--- config.mk ---
export PLATFORM = sky130hd
export DESIGN_NAME = rps_top
export DESIGN_NICKNAME = d
export VERILOG_FILES = /design/src/rps_pkg.sv /design/src/rps_top.sv
export SDC_FILE = /design/constraint.sdc
export NUM_CORES = 1
export LEC_CHECK = 0
export BUFFER_PORTS_ARGS = -buffer_cell sky130_fd_sc_hd__buf_2
export CAP_MARGIN = 30
export CORE_UTILIZATION = 50
export DETAILED_ROUTE_END_ITERATION = 16
export PLACE_DENSITY = 0.88
export SYNTH_ARGS = -nofsm -noshare
export SYNTH_HDL_FRONTEND = slang
export SYNTH_SLANG_ARGS = --single-unit
--- constraint.sdc ---
create_clock -name clk_i -period 2.8 [get_ports clk_i]
set_input_delay 0.42 -clock clk_i [delete_from_list [all_inputs] [get_ports clk_i]]
set_output_delay 0.42 -clock clk_i [all_outputs]
set_load 0.01 [all_outputs]
--- src/rps_pkg.sv ---
// Constants for the reset, power-down and strap latch block
`default_nettype none
package rps_pkg;
	// Timing
	localparam int         CLK_PERIOD_NS = 10;
	localparam int         HRST_MIN_NS   = 1000;
	localparam int         HRST_MIN_CYC  = (HRST_MIN_NS + CLK_PERIOD_NS - 1) / CLK_PERIOD_NS;
	localparam logic [7:0] HRST_CNT_MAX  = 8'(HRST_MIN_CYC);
	localparam logic [7:0] SETTLE_CYC    = 8'h04;
	// Strap defaults: bit 0 pulled up, bits 4..1 pulled down
	localparam logic [4:0] STRAP_DFLT    = 5'h01;
	localparam logic [4:0] ISOLATE_ADDR  = 5'h00;
	// Register offsets (byte addresses)
	localparam logic [7:0] CTRL_OFF            = 8'h00;
	localparam logic [7:0] PHY_CONTROL_REG_OFF = 8'h04;
	localparam logic [7:0] STRAP_OFF           = 8'h08;
	localparam logic [7:0] IRQ_STAT_OFF        = 8'h0c;
	localparam logic [7:0] IRQ_MASK_OFF        = 8'h10;
	localparam logic [7:0] STATUS_OFF          = 8'h14;
	// Control register fields
	localparam int         CTRL_SWRST    = 0;
	localparam int         CTRL_IRQ_MODE = 1;
	localparam int         CTRL_PD_FORCE = 2;
	// PHY control register fields
	localparam int         PCR_ADDR_LSB  = 0;
	localparam int         PCR_ISOLATE   = 5;
	// Interrupt event bits
	localparam int         EV_W          = 4;
	localparam int         EV_RST_DONE   = 0;
	localparam int         EV_PD_ON      = 1;
	localparam int         EV_PD_OFF     = 2;
	localparam int         EV_SWRST      = 3;
	localparam logic [3:0] IRQ_MASK_RST  = 4'h0;
	// Status register fields
	localparam int         STAT_PD       = 0;
	localparam int         STAT_ISOLATE  = 1;
	localparam int         STAT_IRQ_MODE = 2;
	localparam int         STAT_TRST     = 3;
endpackage
`default_nettype wire

--- src/rps_top.sv ---
// Reset, power-down pin and strap latch control with Wishbone registers
//
// Operation
// - Hard reset low 1 us starts full reset
// - Hard reset restores every register default
// - Hard reset re-samples all strap options
// - Straps sampled at hard reset; power-up captures STRAP_DFLT
// - Software reset reloads captured straps, no resample
// - Shared pin defaults to power-down input
// - Shared pin low enters power-down mode while interrupt mode is off
// - Register access keeps working in power-down
// - Register bit turns pin into interrupt output
// - Interrupt mode drives shared pin low while an unmasked interrupt is pending
// - Address straps latched into PHY control register
// - Any strapped address 0 to 31 accepted
// - Strapped address zero selects MII isolate
// - Writing address zero never selects isolate
// - Undriven straps default to address one
// - Test reset input is active low
`timescale 1ns/10ps
`default_nettype none
module rps_top (
	input  wire logic        clk_i,
	input  wire logic        rst_i,
	input  wire logic        hard_reset_n_i,
	input  wire logic [4:0]  phy_addr_strap_i,
	input  wire logic        powerdown_or_irq_pin_n_i,
	output logic             powerdown_or_irq_pin_n_o,
	output logic             powerdown_or_irq_pin_n_oe_o,
	input  wire logic        test_reset_n_i,
	input  wire logic        wb_cyc_i,
	input  wire logic        wb_stb_i,
	input  wire logic        wb_we_i,
	input  wire logic [7:0]  wb_adr_i,
	input  wire logic [3:0]  wb_sel_i,
	input  wire logic [31:0] wb_dat_i,
	output logic [31:0]      wb_dat_o,
	output logic             wb_ack_o,
	output logic             irq_o,
	output logic             power_down_o,
	output logic             mii_isolate_o,
	output logic [4:0]       phy_addr_o,
	output logic             core_reset_o,
	output logic             test_reset_o
);
	import rps_pkg::*;

	////////////////////////////////////////////////////////////////////////
	// State

	typedef enum logic [1:0] {
		RPS_RUN,
		RPS_HOLD,
		RPS_CAPTURE
	} rps_state_e;

	typedef struct packed {
		rps_state_e  state;
		logic [7:0]  cnt;
		logic        hr_s1;
		logic        hr_s2;
		logic        hr_s3;
		logic        hr_f;
		logic        pn_s1;
		logic        pn_s2;
		logic        pn_s3;
		logic        pn_f;
		logic        tr_s1;
		logic        tr_s2;
		logic        tr_s3;
		logic        tr_f;
		logic [4:0]  sp_s1;
		logic [4:0]  sp_s2;
		logic [4:0]  sp_s3;
		logic [4:0]  sp_f;
		logic [4:0]  strap;
		logic [4:0]  addr;
		logic        iso;
		logic        irq_mode;
		logic        pd_force;
		logic        pd;
		logic [3:0]  istat;
		logic [3:0]  imask;
		logic        ack;
		logic [31:0] dat;
		logic        irq;
		logic        pin_oe;
		logic        pin_do;
		logic        core_rst;
		logic        test_rst;
	} rps_regs_s;

	rps_regs_s         st;
	rps_regs_s         next_st;
	logic              bus_req;
	logic              bus_wr;
	logic              bus_rd;
	logic [EV_W-1:0]   ev;

	////////////////////////////////////////////////////////////////////////
	// Helpers

	// Accept a new level only once two late stages agree
	function automatic logic rps_filt(input logic s2, input logic s3, input logic old);
		rps_filt = (s2 == s3) ? s2 : old;
	endfunction

	// Software-visible defaults; address reloads from the last capture
	function automatic rps_regs_s rps_dflt(input rps_regs_s s);
		rps_regs_s r;
		r = s;
		r.addr = s.strap;
		r.iso = (s.strap == ISOLATE_ADDR);
		r.irq_mode = 1'b0;
		r.pd_force = 1'b0;
		r.pd = 1'b0;
		r.istat = '0;
		r.imask = IRQ_MASK_RST;
		return r;
	endfunction

	assign bus_req = wb_cyc_i & wb_stb_i & ~st.ack;
	assign bus_wr = bus_req & wb_we_i;
	assign bus_rd = bus_req & ~wb_we_i;

	////////////////////////////////////////////////////////////////////////
	// Next state

	always_comb begin
		next_st = st;
		ev = '0;

		// Pin synchronisers; first stage feeds only the second
		next_st.hr_s1 = hard_reset_n_i;
		next_st.hr_s2 = st.hr_s1;
		next_st.hr_s3 = st.hr_s2;
		next_st.hr_f = rps_filt(st.hr_s2, st.hr_s3, st.hr_f);
		next_st.pn_s1 = powerdown_or_irq_pin_n_i;
		next_st.pn_s2 = st.pn_s1;
		next_st.pn_s3 = st.pn_s2;
		next_st.pn_f = rps_filt(st.pn_s2, st.pn_s3, st.pn_f);
		next_st.tr_s1 = test_reset_n_i;
		next_st.tr_s2 = st.tr_s1;
		next_st.tr_s3 = st.tr_s2;
		next_st.tr_f = rps_filt(st.tr_s2, st.tr_s3, st.tr_f);
		next_st.sp_s1 = phy_addr_strap_i;
		next_st.sp_s2 = st.sp_s1;
		next_st.sp_s3 = st.sp_s2;
		for (int i = 0; i < 5; i++) begin
			next_st.sp_f[i] = rps_filt(st.sp_s2[i], st.sp_s3[i], st.sp_f[i]);
		end

		// Bus answers in every state, power-down included
		next_st.ack = bus_req;
		next_st.dat = '0;
		if (bus_rd) begin
			unique case (wb_adr_i)
				CTRL_OFF: begin
					next_st.dat[CTRL_IRQ_MODE] = st.irq_mode;
					next_st.dat[CTRL_PD_FORCE] = st.pd_force;
				end
				PHY_CONTROL_REG_OFF: begin
					next_st.dat[PCR_ADDR_LSB +: 5] = st.addr;
					next_st.dat[PCR_ISOLATE] = st.iso;
				end
				STRAP_OFF: begin
					next_st.dat[4:0] = st.strap;
				end
				IRQ_STAT_OFF: begin
					next_st.dat[EV_W-1:0] = st.istat;
				end
				IRQ_MASK_OFF: begin
					next_st.dat[EV_W-1:0] = st.imask;
				end
				STATUS_OFF: begin
					next_st.dat[STAT_PD] = st.pd;
					next_st.dat[STAT_ISOLATE] = st.iso;
					next_st.dat[STAT_IRQ_MODE] = st.irq_mode;
					next_st.dat[STAT_TRST] = st.test_rst;
				end
				default: begin
					next_st.dat = '0;
				end
			endcase
			if (wb_adr_i == IRQ_STAT_OFF) begin
				next_st.istat = '0;
			end
		end

		unique case (st.state)
			RPS_RUN: begin
				// Filtered input must stay low the full minimum time
				if (!st.hr_f) begin
					next_st.cnt = st.cnt + 8'h01;
				end else begin
					next_st.cnt = '0;
				end
				if (!st.hr_f && st.cnt == HRST_CNT_MAX - 8'h01) begin
					next_st = rps_dflt(next_st);
					next_st.state = RPS_HOLD;
					next_st.cnt = '0;
				end else if (bus_wr && wb_sel_i[0] && wb_adr_i == CTRL_OFF &&
						wb_dat_i[CTRL_SWRST]) begin
					// Straps are not resampled here, only reloaded
					next_st = rps_dflt(next_st);
					ev[EV_SWRST] = 1'b1;
				end else begin
					if (bus_wr && wb_sel_i[0]) begin
						unique case (wb_adr_i)
							CTRL_OFF: begin
								next_st.irq_mode = wb_dat_i[CTRL_IRQ_MODE];
								next_st.pd_force = wb_dat_i[CTRL_PD_FORCE];
							end
							PHY_CONTROL_REG_OFF: begin
								// Isolate follows only the strap
								next_st.addr = wb_dat_i[PCR_ADDR_LSB +: 5];
							end
							IRQ_MASK_OFF: begin
								next_st.imask = wb_dat_i[EV_W-1:0];
							end
							default: begin
								next_st.imask = next_st.imask;
							end
						endcase
					end
					// Pin counts as power-down only while interrupt mode is off
					next_st.pd = st.pd_force | (~st.irq_mode & ~st.pn_f);
					ev[EV_PD_ON] = next_st.pd & ~st.pd;
					ev[EV_PD_OFF] = ~next_st.pd & st.pd;
				end
			end
			RPS_HOLD: begin
				next_st = rps_dflt(next_st);
				next_st.cnt = '0;
				if (st.hr_f) begin
					next_st.state = RPS_CAPTURE;
				end
			end
			RPS_CAPTURE: begin
				// Wait SETTLE_CYC cycles; after power-up sp_f still holds STRAP_DFLT at capture
				next_st = rps_dflt(next_st);
				next_st.cnt = st.cnt + 8'h01;
				if (st.cnt == SETTLE_CYC - 8'h01) begin
					next_st.strap = st.sp_f;
					next_st.addr = st.sp_f;
					next_st.iso = (st.sp_f == ISOLATE_ADDR);
					next_st.state = RPS_RUN;
					next_st.cnt = '0;
					ev[EV_RST_DONE] = 1'b1;
				end
			end
			default: begin
				// Illegal code falls back into the reset hold
				next_st = rps_dflt(next_st);
				next_st.state = RPS_HOLD;
			end
		endcase

		// Set wins over read clear
		next_st.istat = next_st.istat | ev;
		next_st.irq = |(next_st.istat & next_st.imask);
		next_st.pin_oe = next_st.irq_mode & next_st.irq;
		next_st.pin_do = 1'b0;
		next_st.core_rst = (next_st.state != RPS_RUN);
		next_st.test_rst = ~next_st.tr_f;

		if (rst_i) begin
			next_st = '0;
			next_st.state = RPS_CAPTURE;
			next_st.hr_s1 = 1'b1;
			next_st.hr_s2 = 1'b1;
			next_st.hr_s3 = 1'b1;
			next_st.hr_f = 1'b1;
			next_st.pn_s1 = 1'b1;
			next_st.pn_s2 = 1'b1;
			next_st.pn_s3 = 1'b1;
			next_st.pn_f = 1'b1;
			next_st.tr_s1 = 1'b1;
			next_st.tr_s2 = 1'b1;
			next_st.tr_s3 = 1'b1;
			next_st.tr_f = 1'b1;
			next_st.sp_s1 = STRAP_DFLT;
			next_st.sp_s2 = STRAP_DFLT;
			next_st.sp_s3 = STRAP_DFLT;
			next_st.sp_f = STRAP_DFLT;
			next_st.strap = STRAP_DFLT;
			next_st.addr = STRAP_DFLT;
			next_st.imask = IRQ_MASK_RST;
			next_st.core_rst = 1'b1;
		end
	end

	always_ff @(posedge clk_i) begin
		st <= next_st;
	end

	////////////////////////////////////////////////////////////////////////
	// Outputs

	assign powerdown_or_irq_pin_n_o = st.pin_do;
	assign powerdown_or_irq_pin_n_oe_o = st.pin_oe;
	assign wb_dat_o = st.dat;
	assign wb_ack_o = st.ack;
	assign irq_o = st.irq;
	assign power_down_o = st.pd;
	assign mii_isolate_o = st.iso;
	assign phy_addr_o = st.addr;
	assign core_reset_o = st.core_rst;
	assign test_reset_o = st.test_rst;
endmodule
`default_nettype wire

==> qor.txt, run 1 <==
Die width = 85.0 µm
H-tree levels = 3
Cts bufs inserted = 9
Row cnt = 29
IO Port Bufs = 44
DRC Markers = 0
Fin crit share = 0.867
CP Capture Type = flip-flop
Fillers = 577
Post_cts resized = 0
Tot GR Track Use = 0.202
Number of max-cap violations = 0
Setup bufs post-CTS = 0
Worst Hold Class = in -> reg
Clock Latency Late Sink = 350 ps
FFs w/ async S/R, synth = 0
Origin of the critical flop-to-flop path = st[92]$_SDFFE_PP0P_
Vias per cell = 5.45
Fin crit period = 2430 ps
Antenna-violating nets left = 0
Worst Reg2Reg Path Length in Cells = 6
Critical path launch point type = flip-flop
CTS tree = done
Seq/Total Area, Yosys = 0.436
Synth-to-layout area growth = 8.10%
CP required = 3030 ps
Yosys Warn Count = 0
Pre-CTS setup slack = 414 ps
Die H = 85.0 µm
Achievable Freq = 0.412 GHz
Die area = 7220 µm²
Via count = 2749
Starting DRT DRC Count = 278
Flop-to-flop setup slack = 370 ps
Antenna diodes = 0
Post-route clock skew = 7.34 ps
Core Area = 6490 µm²
Pin count of the biggest net entering global routing = 40
Vias in the first global route = 2470
CTS root buffer = clkbuf_8
Final net count = 480
Post-synth cell types = 54
Slew Viols, Final = 0
Worst setup path start = st[92]$_SDFFE_PP0P_
TritonRoute pass-1 iters = 5
Worst r2r dst = phy_addr_o[3]$_SDFFE_PP0P_
Slew margin rel. = 0.435
Pleak = 0.00144 µW
GR Overflow Total = 0
Final setup viols = 0
TNS Setup = 0 ps
Slew @ Worst Pin = 841 ps
Crit path to = phy_addr_o[3]$_SDFFE_PP0P_
Initial antenna violation count = 0
Unrepaired setup endpoints after global routing = no
Yosys reg bits = 75
IO Pins = 102
Ys flop type = dfxtp_1
Worst-path clk slew = 70 ps
RePlAce Congestion = 0.861
Initial Util = 0.530
Crit path DAT = 2660 ps
Share of layout cells above drive strength 1 = 0.201
WL/cell = 13.5 µm
Mapped cell area = 3440 µm²
Gate Count Post-Synth = 390
TritonCTS sink count = 75
Maximum VDD drop = 0.428 mV
CP max FO = 9
Avg Cell Area, Syn = 8.83 µm²
Final setup margin = 372 ps
Worst Path Class, Setup = reg -> reg
Cts hold-fix bufs = 0
PD cells = 583 nW/µm²
Number of synthesized flops with an enable pin = 0
Post-detailed-routing wire length = 6780 µm
Hpwl dp = 4900 µm
Global-route wire length before repair = 11500 µm
Buffer depth of the longest clock path = 2
Outcome = finished, final reports clean
Final Hold Fails = 0
-- critical path: stages (launching register included) --
cell	delay [ps]
dfxtp_1	390
ha_1	250
or3b_1	450
o311ai_1	560
nor3_1	290
a22oi_1	260
a22oi_1	100
-- cell type report --
type	instances	area, µm²	area share
multi-input cells	283	1660	0.447
flip-flops and latches	75	1500	0.403
well taps	77	96.3	0.0259
inverters	6	22.5	0.00605
repair buffers	47	243	0.0652
clock inverters	4	50.0	0.0134
clock buffers	12	145	0.0390
-- layout by cell type (no fill, tap or decap), types with 3 or more instances in the layout --
cell type  netlist  routed
a21oi_1         28      28
o21ai_0         15      15
or2_2           13      13
o21bai_1         4       4
nor4_1           3       3
nor2b_1         15      15
dfxtp_1         75      75
mux2i_1          9       9
nor3_1          10      10
nand3_1          7       7
a31oi_1          3       3
conb_1           1      27
and3_1           3       3
nand4_1          3       3
buf_2            0      44
a22oi_1         15      15
or4_1            4       4
inv_1            6       6
xor2_1           6       6
mux2_2           5       5
nor2_1          37      37
clkbuf_8         0      10
buf_4           38       3
nand2_1         38      38
-- how the worst min path moves through the flow --
| stage | from | to | slack [ps] | cells past startpoint |
|---|---|---|---|---|
| 6_report | hard_reset_n_i | st[91]$_SDFF_PP1_ | 250 | 2 |
| 5_1_grt | phy_addr_strap_i[0] | st[75]$_SDFF_PP1_ | 240 | 2 |
| 4_1_cts | phy_addr_strap_i[0] | st[75]$_SDFF_PP1_ | 240 | 2 |
| 3_5_place_dp | st[87]$_SDFF_PP1_ | st[86]$_SDFF_PP1_ | 390 | 1 |
| 3_3_place_gp | st[91]$_SDFF_PP1_ | st[90]$_SDFF_PP1_ | 390 | 1 |
| 2_1_floorplan | st[75]$_SDFF_PP1_ | st[70]$_SDFF_PP1_ | 390 | 1 |
-- cells in the mapped netlist (3+ instances only) --
cell,n,share of area
nor2b_1,15,0.027
or2_2,13,0.024
o21bai_1,4,0.0087
o21ai_0,15,0.022
nand4_1,3,0.0055
nand2_1,38,0.041
a22oi_1,15,0.033
mux2_2,5,0.016
or4_1,4,0.0087
and3_1,3,0.0055
dfxtp_1,75,0.44
a31oi_1,3,0.0055
nor3_1,10,0.015
nor4_1,3,0.0055
mux2i_1,9,0.026
xor2_1,6,0.015
nand3_1,7,0.010
a21oi_1,28,0.041
nor2_1,37,0.040
clkbuf_1,11,0.012
buf_4,38,0.083
inv_1,6,0.0065
-- cells by family after synthesis --
| logic type | share of synthesized area |
|---|---|
| AOI/OAI and AO/OA | 0.145 |
| xor gates and xnor gates | 0.0178 |
| adders and majority gates | 0.00363 |
| buffers and inverters | 0.109 |
| DFF | 0.436 |
| muxes | 0.0425 |
| other | 0.00109 |
| and+or+nand+nor | 0.245 |
-- routing by layer --
layer | wire [µm] | vias to the layer above | part of all wire | GRT usage
met5 | 0 | - | 0 | 0
met4 | 99 | 0 | 0.015 | 0.0709
met3 | 442 | 11 | 0.065 | 0.0574
met2 | 3180 | 105 | 0.47 | 0.326
met1 | 3060 | 1262 | 0.45 | 0.258
li1 | - | 1371 | - | -
-- power by group --
part           total (µW)  leakage (µW)  internal (µW)  switching [µW]
logic                 222      0.000735           86.7             135
registers            1140      0.000610           1100            32.2
clock network         814     0.0000926            435             379
-- state kept, by name (all words and copies together) (netlist names) --
name,cells
powerdown_or_irq_pin_n_oe_o,1
power_down_o,1
mii_isolate_o,1
phy_addr_o,5
st,57
irq_o,1
test_reset_o,1
wb_dat_o,6
wb_ack_o,1
core_reset_o,1
-- per-stage QoR --
step	hold WS [ps]	power, µW	instance area, µm²	util	std cells
2_1_floorplan	389	1350	3540	-	416
5_1_grt	243	2260	3720	0.573	504
3_5_place_dp	395	1380	3530	0.543	488
3_3_place_gp	391	1370	3530	0.543	488
6_report	255	2170	3720	0.573	504
4_1_cts	236	2190	3720	0.573	504
No activity file was read; power rests on OpenSTA's default activity.
==> run 2, diff against run 1 <==
--- a/config.mk
+++ b/config.mk
@@ -10,6 +10,7 @@
 export CORE_UTILIZATION = 50
 export DETAILED_ROUTE_END_ITERATION = 16
 export PLACE_DENSITY = 0.88
+export RECOVER_POWER = 100
 export SYNTH_ARGS = -nofsm -noshare
 export SYNTH_HDL_FRONTEND = slang
 export SYNTH_SLANG_ARGS = --single-unit
==> run 2 against run 1 <==
Against the previous run:
- worst hold slack got worse by 1.1 ps
- maximum frequency rose by 0.30%
- sequential cell count unchanged
- first-iteration DRC count rose by 1.8%
- power down 0.22%
- sequential share of layout area increased by 0.30 points
- clock skew hardly changed
- non-clock buffer count is the same
- via count is 0.18% lower
- routed wire length decreased by 0.44%
- count of clock-buffer cells in the layout stayed put
- critical path depth did not move
- largest cell class unchanged
==> qor.txt, run 2 (synthesized netlist as in run 1, its figures left out) <==
Outcome = finished, final reports clean (unchanged)
Number of max-cap violations = 0 (unchanged)
Fillers = 589 (was 577)
Worst Reg2Reg Path Length in Cells = 6 (unchanged)
Initial Util = 0.530 (unchanged)
TNS Setup = 0 ps (unchanged)
Worst-path clk slew = 70 ps (about the same)
Core Area = 6490 µm² (unchanged)
Hpwl dp = 4900 µm (unchanged)
Critical path, cell by cell = ha_1, or3b_1, o311ai_1, nor3_1, a22oi_1, a22oi_1 (unchanged)
Hold Slack = 253 ps (was 255 ps)
Flop-to-flop setup slack = 380 ps (was 370 ps)
Worst Hold Class = in -> reg (unchanged)
Sw Ratio = 0.252 (about the same)
Met3 WL = 538 µm (was 442 µm)
CP Capture Type = flip-flop (unchanged)
Crit-path most repeated cell = a22oi_1 (unchanged)
CTS tree = done (unchanged)
Slew Viols, Final = 0 (unchanged)
Placed cell area = 3530 µm² (unchanged)
Critical path launch point type = flip-flop (unchanged)
Antenna-violating nets left = 0 (unchanged)
GR Overflow Total = 0 (unchanged)
Fin crit share = 0.865 (was 0.867)
Part of the power in registers = 0.524 (was 0.523)
Tot GR Track Use = 0.202 (unchanged)
TritonCTS sink count = 75 (unchanged)
Highest signal layer in the routed design = met4 (unchanged)
Fin crit period = 2420 ps (was 2430 ps)
Final net count = 480 (unchanged)
Max reg flops = 57 (unchanged)
Die area = 7220 µm² (unchanged)
WL/cell = 13.4 µm (was 13.5 µm)
Worst Hold Launch = hard_reset_n_i (unchanged)
DRC Markers = 0 (unchanged)
Setup bufs post-CTS = 0 (unchanged)
Post-detailed-routing wire length = 6750 µm (was 6780 µm)
Maximum VDD drop = 0.428 mV (about the same)
Int Pwr = 1620 µW (was 1630 µW)
IO Port Bufs = 44 (unchanged)
Final instance area = 3690 µm² (was 3720 µm²)
Row cnt = 29 (unchanged)
Met1 Wirelength = 2920 µm (was 3060 µm)
Starting DRT DRC Count = 283 (was 278)
CP required = 3030 ps (about the same)
Post-route clock skew = 7.15 ps (was 7.34 ps)
Post_cts resized = 0 (unchanged)
Clock Latency Late Sink = 350 ps (about the same)
Antenna diodes = 0 (unchanged)
TritonRoute pass-1 iters = 4 (was 5)
Largest register by flop count = st (unchanged)
Crit path buf inv count = 0 (unchanged)
Critical-path cell with the highest stage delay = o311ai_1 (unchanged)
Pleak = 0.00136 µW (was 0.00144 µW)
Net Switching = 545 µW (was 546 µW)
CP max FO = 9 (unchanged)
Cts bufs inserted = 9 (unchanged)
Origin of the critical flop-to-flop path = st[92]$_SDFFE_PP0P_ (unchanged)
Slew margin rel. = 0.0719 (was 0.435)
PD cells = 586 nW/µm² (was 583 nW/µm²)
Die width = 85.0 µm (unchanged)
Buffer depth of the longest clock path = 2 (unchanged)
Vias per cell = 5.44 (was 5.45)
Unrepaired setup endpoints after global routing = no (unchanged)
Final Hold Fails = 0 (unchanged)
CTS root buffer = clkbuf_8 (unchanged)
Vias in the first global route = 2470 (unchanged)
Via count = 2744 (was 2749)
Hold endpoint = st[91]$_SDFF_PP1_ (unchanged)
Achievable Freq = 0.413 GHz (was 0.412 GHz)
Commonest non-fill, non-tap cell in the layout = dfxtp_1 (unchanged)
Clock share of power = 0.375 (about the same)
Pin count of the biggest net entering global routing = 40 (unchanged)
Cts hold-fix bufs = 0 (unchanged)
IO Pins = 102 (unchanged)
Met2 Routed Length = 3230 µm (was 3180 µm)
Max incr delay on CP = 560 ps (about the same)
Worst r2r dst = phy_addr_o[3]$_SDFFE_PP0P_ (unchanged)
Share of layout cells above drive strength 1 = 0.155 (was 0.201)
RePlAce Congestion = 0.861 (unchanged)
Slew @ Worst Pin = 1390 ps (was 841 ps)
Worst Path Class, Setup = reg -> reg (unchanged)
Final setup viols = 0 (unchanged)
CP top delay family = compound AO/OA/AOI/OAI gates (unchanged)
Hold path cells = 2 (unchanged)
Commonest cells after routing, fill and taps aside = dfxtp_1, nand2_1, nor2_1, a21oi_1, conb_1 (was dfxtp_1, buf_2, nand2_1, nor2_1, a21oi_1)
Initial antenna violation count = 0 (unchanged)
Synth-to-layout area growth = 7.30% (was 8.10%)
Combinational share of power = 0.100 (was 0.102)
Area of the multi-input gates = 1660 µm² (unchanged)
H-tree levels = 3 (unchanged)
Die H = 85.0 µm (unchanged)
Crit path DAT = 2650 ps (was 2660 ps)
Register area = 1500 µm² (unchanged)
Global-route wire length before repair = 11500 µm (unchanged)
## run 2: cell count changes in the layout (fill, tap and decap cells not counted), sizes merged
cell    change
buf        -20
clkbuf     +20
## run 2: metal layers
metal | global-route usage | vias up
met4 | 0.0709 | 0
met5 | 0 | -
met3 | 0.0574 | 7
met1 | 0.258 | 1251
li1 | - | 1367
met2 | 0.326 | 119
## run 2: power groups by stage
| stage | Sequential (µW) | Clock, µW | Combinational [µW] |
|---|---|---|---|
| 6_report | 1140 | 813 | 217 |
| 5_1_grt | 1140 | 874 | 245 |
| 4_1_cts | 1130 | 837 | 220 |
| 3_5_place_dp | 1160 | 0 | 218 |
| 3_3_place_gp | 1160 | 0 | 213 |
| 2_1_floorplan | 1150 | 0 | 198 |
## run 2: layout make-up
class	count	share of cell area
multi-input cells	283	0.450
flip-flops and latches	75	0.406
repair buffers	47	0.0582
clock buffers	12	0.0393
well taps	77	0.0261
clock inverters	4	0.0135
inverters	6	0.00610
## run 2: worst max-delay path by stage
stage                             start                          to  slack (ps)  cells past startpoint
floorplan                   wb_adr_i[3]            irq_o$_SDFF_PP0_         530                      7
global placement            wb_adr_i[5]            irq_o$_SDFF_PP0_         420                      6
detailed placement          wb_adr_i[5]            irq_o$_SDFF_PP0_         410                      6
CTS                 st[92]$_SDFFE_PP0P_  phy_addr_o[4]$_SDFFE_PP0P_         380                      6
global route        st[92]$_SDFFE_PP0P_  phy_addr_o[3]$_SDFFE_PP0P_         120                      6
finish              st[92]$_SDFFE_PP0P_  phy_addr_o[3]$_SDFFE_PP0P_         380                      6
## run 2: stage by stage
step           utilization  power [µW]  setup WS (ps)  cells
6_report             0.569        2170            379    504
5_1_grt              0.569        2260            124    504
4_1_cts              0.573        2190            385    504
3_5_place_dp         0.543        1380            414    488
3_3_place_gp         0.543        1370            423    488
2_1_floorplan            -        1350            528    416
## run 2: worst register-to-register path: stages (launching register included)
cell and delay (ps):
dfxtp_1 390, ha_1 250, or3b_1 450, o311ai_1 560
nor3_1 290, a22oi_1 260, a22oi_1 100
==> run 3, diff against run 2 <==
--- a/config.mk
+++ b/config.mk
@@ -7,9 +7,9 @@
 export LEC_CHECK = 0
 export BUFFER_PORTS_ARGS = -buffer_cell sky130_fd_sc_hd__buf_2
 export CAP_MARGIN = 30
-export CORE_UTILIZATION = 50
+export CORE_UTILIZATION = 43
 export DETAILED_ROUTE_END_ITERATION = 16
-export PLACE_DENSITY = 0.88
+export PLACE_DENSITY = 0.67
 export RECOVER_POWER = 100
 export SYNTH_ARGS = -nofsm -noshare
 export SYNTH_HDL_FRONTEND = slang
==> run 3 against run 2 <==
Against the previous run:
- the flow now finishes with violations (capacitance limit, slew limit)
- critical path depth is the same
- via count shrank 1.5%
- sequential cell count is the same
- combinational power is essentially flat
- clock power grew 10%
- routed wire length shrank 0.41%
- count of clock-buffer cells in the layout shrank 2
- register-to-register slack lost 80 ps
- maximum frequency shrank 3.2%
- design area grew 1.4%
- sequential share of layout area shrank 0.56 points
==> qor.txt, run 3 (synthesized netlist as in run 1, its figures left out) <==
Die H = 91.5 µm (was 85.0 µm)
Initial antenna violation count = 0 (unchanged)
Core Area = 7730 µm² (was 6490 µm²)
Int Pwr = 1700 µW (was 1620 µW)
Synth-to-layout area growth = 8.79% (was 7.30%)
TritonRoute pass-1 iters = 4 (unchanged)
Hpwl dp = 4910 µm (was 4900 µm)
Net Switching = 542 µW (was 545 µW)
Critical path launch point type = flip-flop (unchanged)
Global-route wire length before repair = 11400 µm (was 11500 µm)
Met2 Routed Length = 3040 µm (was 3230 µm)
Clock Latency Late Sink = 340 ps (was 350 ps)
Initial Util = 0.446 (was 0.530)
Cts hold-fix bufs = 0 (unchanged)
Maximum VDD drop = 0.265 mV (was 0.428 mV)
Fin crit share = 0.893 (was 0.865)
H-tree levels = 3 (unchanged)
Combinational share of power = 0.096 (was 0.100)
Hold Slack = 268 ps (was 253 ps)
Crit path DAT = 2720 ps (was 2650 ps)
Largest register by flop count = st (unchanged)
IO Pins = 102 (unchanged)
Number of max-cap violations = 1 (was 0)
Starting DRT DRC Count = 146 (was 283)
Achievable Freq = 0.400 GHz (was 0.413 GHz)
Final net count = 480 (unchanged)
DRC Markers = 0 (unchanged)
TritonCTS sink count = 75 (unchanged)
Part of the power in registers = 0.506 (was 0.524)
Fillers = 777 (was 589)
WL/cell = 12.7 µm (was 13.4 µm)
Unrepaired setup endpoints after global routing = no (unchanged)
Fin crit period = 2500 ps (was 2420 ps)
Slew margin rel. = -0.00740 (was 0.0719)
Tot GR Track Use = 0.172 (was 0.202)
Clock share of power = 0.398 (was 0.375)
Buffer depth of the longest clock path = 2 (unchanged)
Final setup viols = 0 (unchanged)
Cts bufs inserted = 9 (unchanged)
CTS tree = done (unchanged)
Worst Hold Class = in -> reg (unchanged)
PD cells = 600 nW/µm² (was 586 nW/µm²)
CP Capture Type = flip-flop (unchanged)
Antenna-violating nets left = 0 (unchanged)
Antenna diodes = 0 (unchanged)
Met3 WL = 313 µm (was 538 µm)
RePlAce Congestion = 0.833 (was 0.861)
TNS Setup = 0 ps (unchanged)
Outcome = finished with violations (was finished, final reports clean)
Setup bufs post-CTS = 0 (unchanged)
Origin of the critical flop-to-flop path = st[92]$_SDFFE_PP0P_ (unchanged)
Post_cts resized = 0 (unchanged)
Worst setup path start = st[92]$_SDFFE_PP0P_ (unchanged)
Die area = 8370 µm² (was 7220 µm²)
Vias per cell = 5.12 (was 5.44)
Pin count of the biggest net entering global routing = 40 (unchanged)
Failing checks = capacitance limit, slew limit
Highest signal layer in the routed design = met4 (unchanged)
GR Overflow Total = 0 (unchanged)
Die width = 91.5 µm (was 85.0 µm)
Pleak = 0.00137 µW (was 0.00136 µW)
Slew @ Worst Pin = 1510 ps (was 1390 ps)
Flop-to-flop setup slack = 300 ps (was 380 ps)
Worst Path Class, Setup = reg -> reg (unchanged)
CTS root buffer = clkbuf_8 (unchanged)
Final Hold Fails = 0 (unchanged)
Met1 Wirelength = 3240 µm (was 2920 µm)
IO Port Bufs = 44 (unchanged)
Slew Viols, Final = 40 (was 0)
Share of layout cells above drive strength 1 = 0.157 (was 0.155)
Row cnt = 32 (was 29)
Register area = 1500 µm² (unchanged)
Via count = 2703 (was 2744)
Vias in the first global route = 2415 (was 2470)
CP max FO = 9 (unchanged)
Commonest non-fill, non-tap cell in the layout = dfxtp_1 (unchanged)
Post-route clock skew = 9.99 ps (was 7.15 ps)
CP required = 3020 ps (was 3030 ps)
Area of the multi-input gates = 1660 µm² (unchanged)
Final Non-Filler Cells = 528 (was 504)
Commonest cells after routing, fill and taps aside = dfxtp_1, nand2_1, nor2_1, a21oi_1, conb_1 (unchanged)
Sw Ratio = 0.241 (was 0.252)
Post-Place Cells = 513 (was 488)
Post-detailed-routing wire length = 6720 µm (was 6750 µm)
Max reg flops = 57 (unchanged)
Worst Hold Launch = test_reset_n_i (was hard_reset_n_i)
Worst-path clk slew = 80 ps (was 70 ps)
[run 3: power groups by stage]
stage | combinational (µW) | sequential (µW) | clock, µW
after detailed placement | 220 | 1160 | 0
after global routing | 244 | 1140 | 966
after global placement | 216 | 1160 | 0
after CTS | 221 | 1140 | 915
after floorplan | 198 | 1150 | 0
final | 217 | 1140 | 894
[run 3: critical path: stages (launching register included)]
cell and delay [ps]:
dfxtp_1 390, ha_1 250, or3b_1 470, o311ai_1 620
nor3_1 310, a22oi_1 260, a22oi_1 90
[run 3: layer usage]
layer / vias up / GRT usage
li1: 1367 / -
met1: 1242 / 0.224
met2: 81 / 0.269
met3: 13 / 0.0318
met4: 0 / 0.0913
met5: - / 0
[run 3: layout make-up]
cell class / instances / share of cell area
clock inverter: 5 / 0.0207
sequential: 75 / 0.401
tap: 102 / 0.0341
inverter: 6 / 0.00601
clock buffer: 10 / 0.0367
multi-input combinational: 283 / 0.444
timing repair buffer: 47 / 0.0574
[run 3: path summary, 6_finish.rpt]
path | endpoint | cells after the start
max | phy_addr_o[3]$_SDFFE_PP0P_ | 6
min | st[83]$_SDFF_PP1_ | 2
max reg2reg | phy_addr_o[3]$_SDFFE_PP0P_ | 6
min reg2reg | st[90]$_SDFF_PP1_ | 1
[run 3: through the flow]
stage               area, µm²   util  total power [µW]  setup slack [ps]
global placement         3560  0.460              1370               394
CTS                      3770  0.488              2270               322
detailed placement       3560  0.460              1380               362
global route             3750  0.485              2350              45.9
finish                   3750  0.485              2250               300
floorplan                3540      -              1350               528
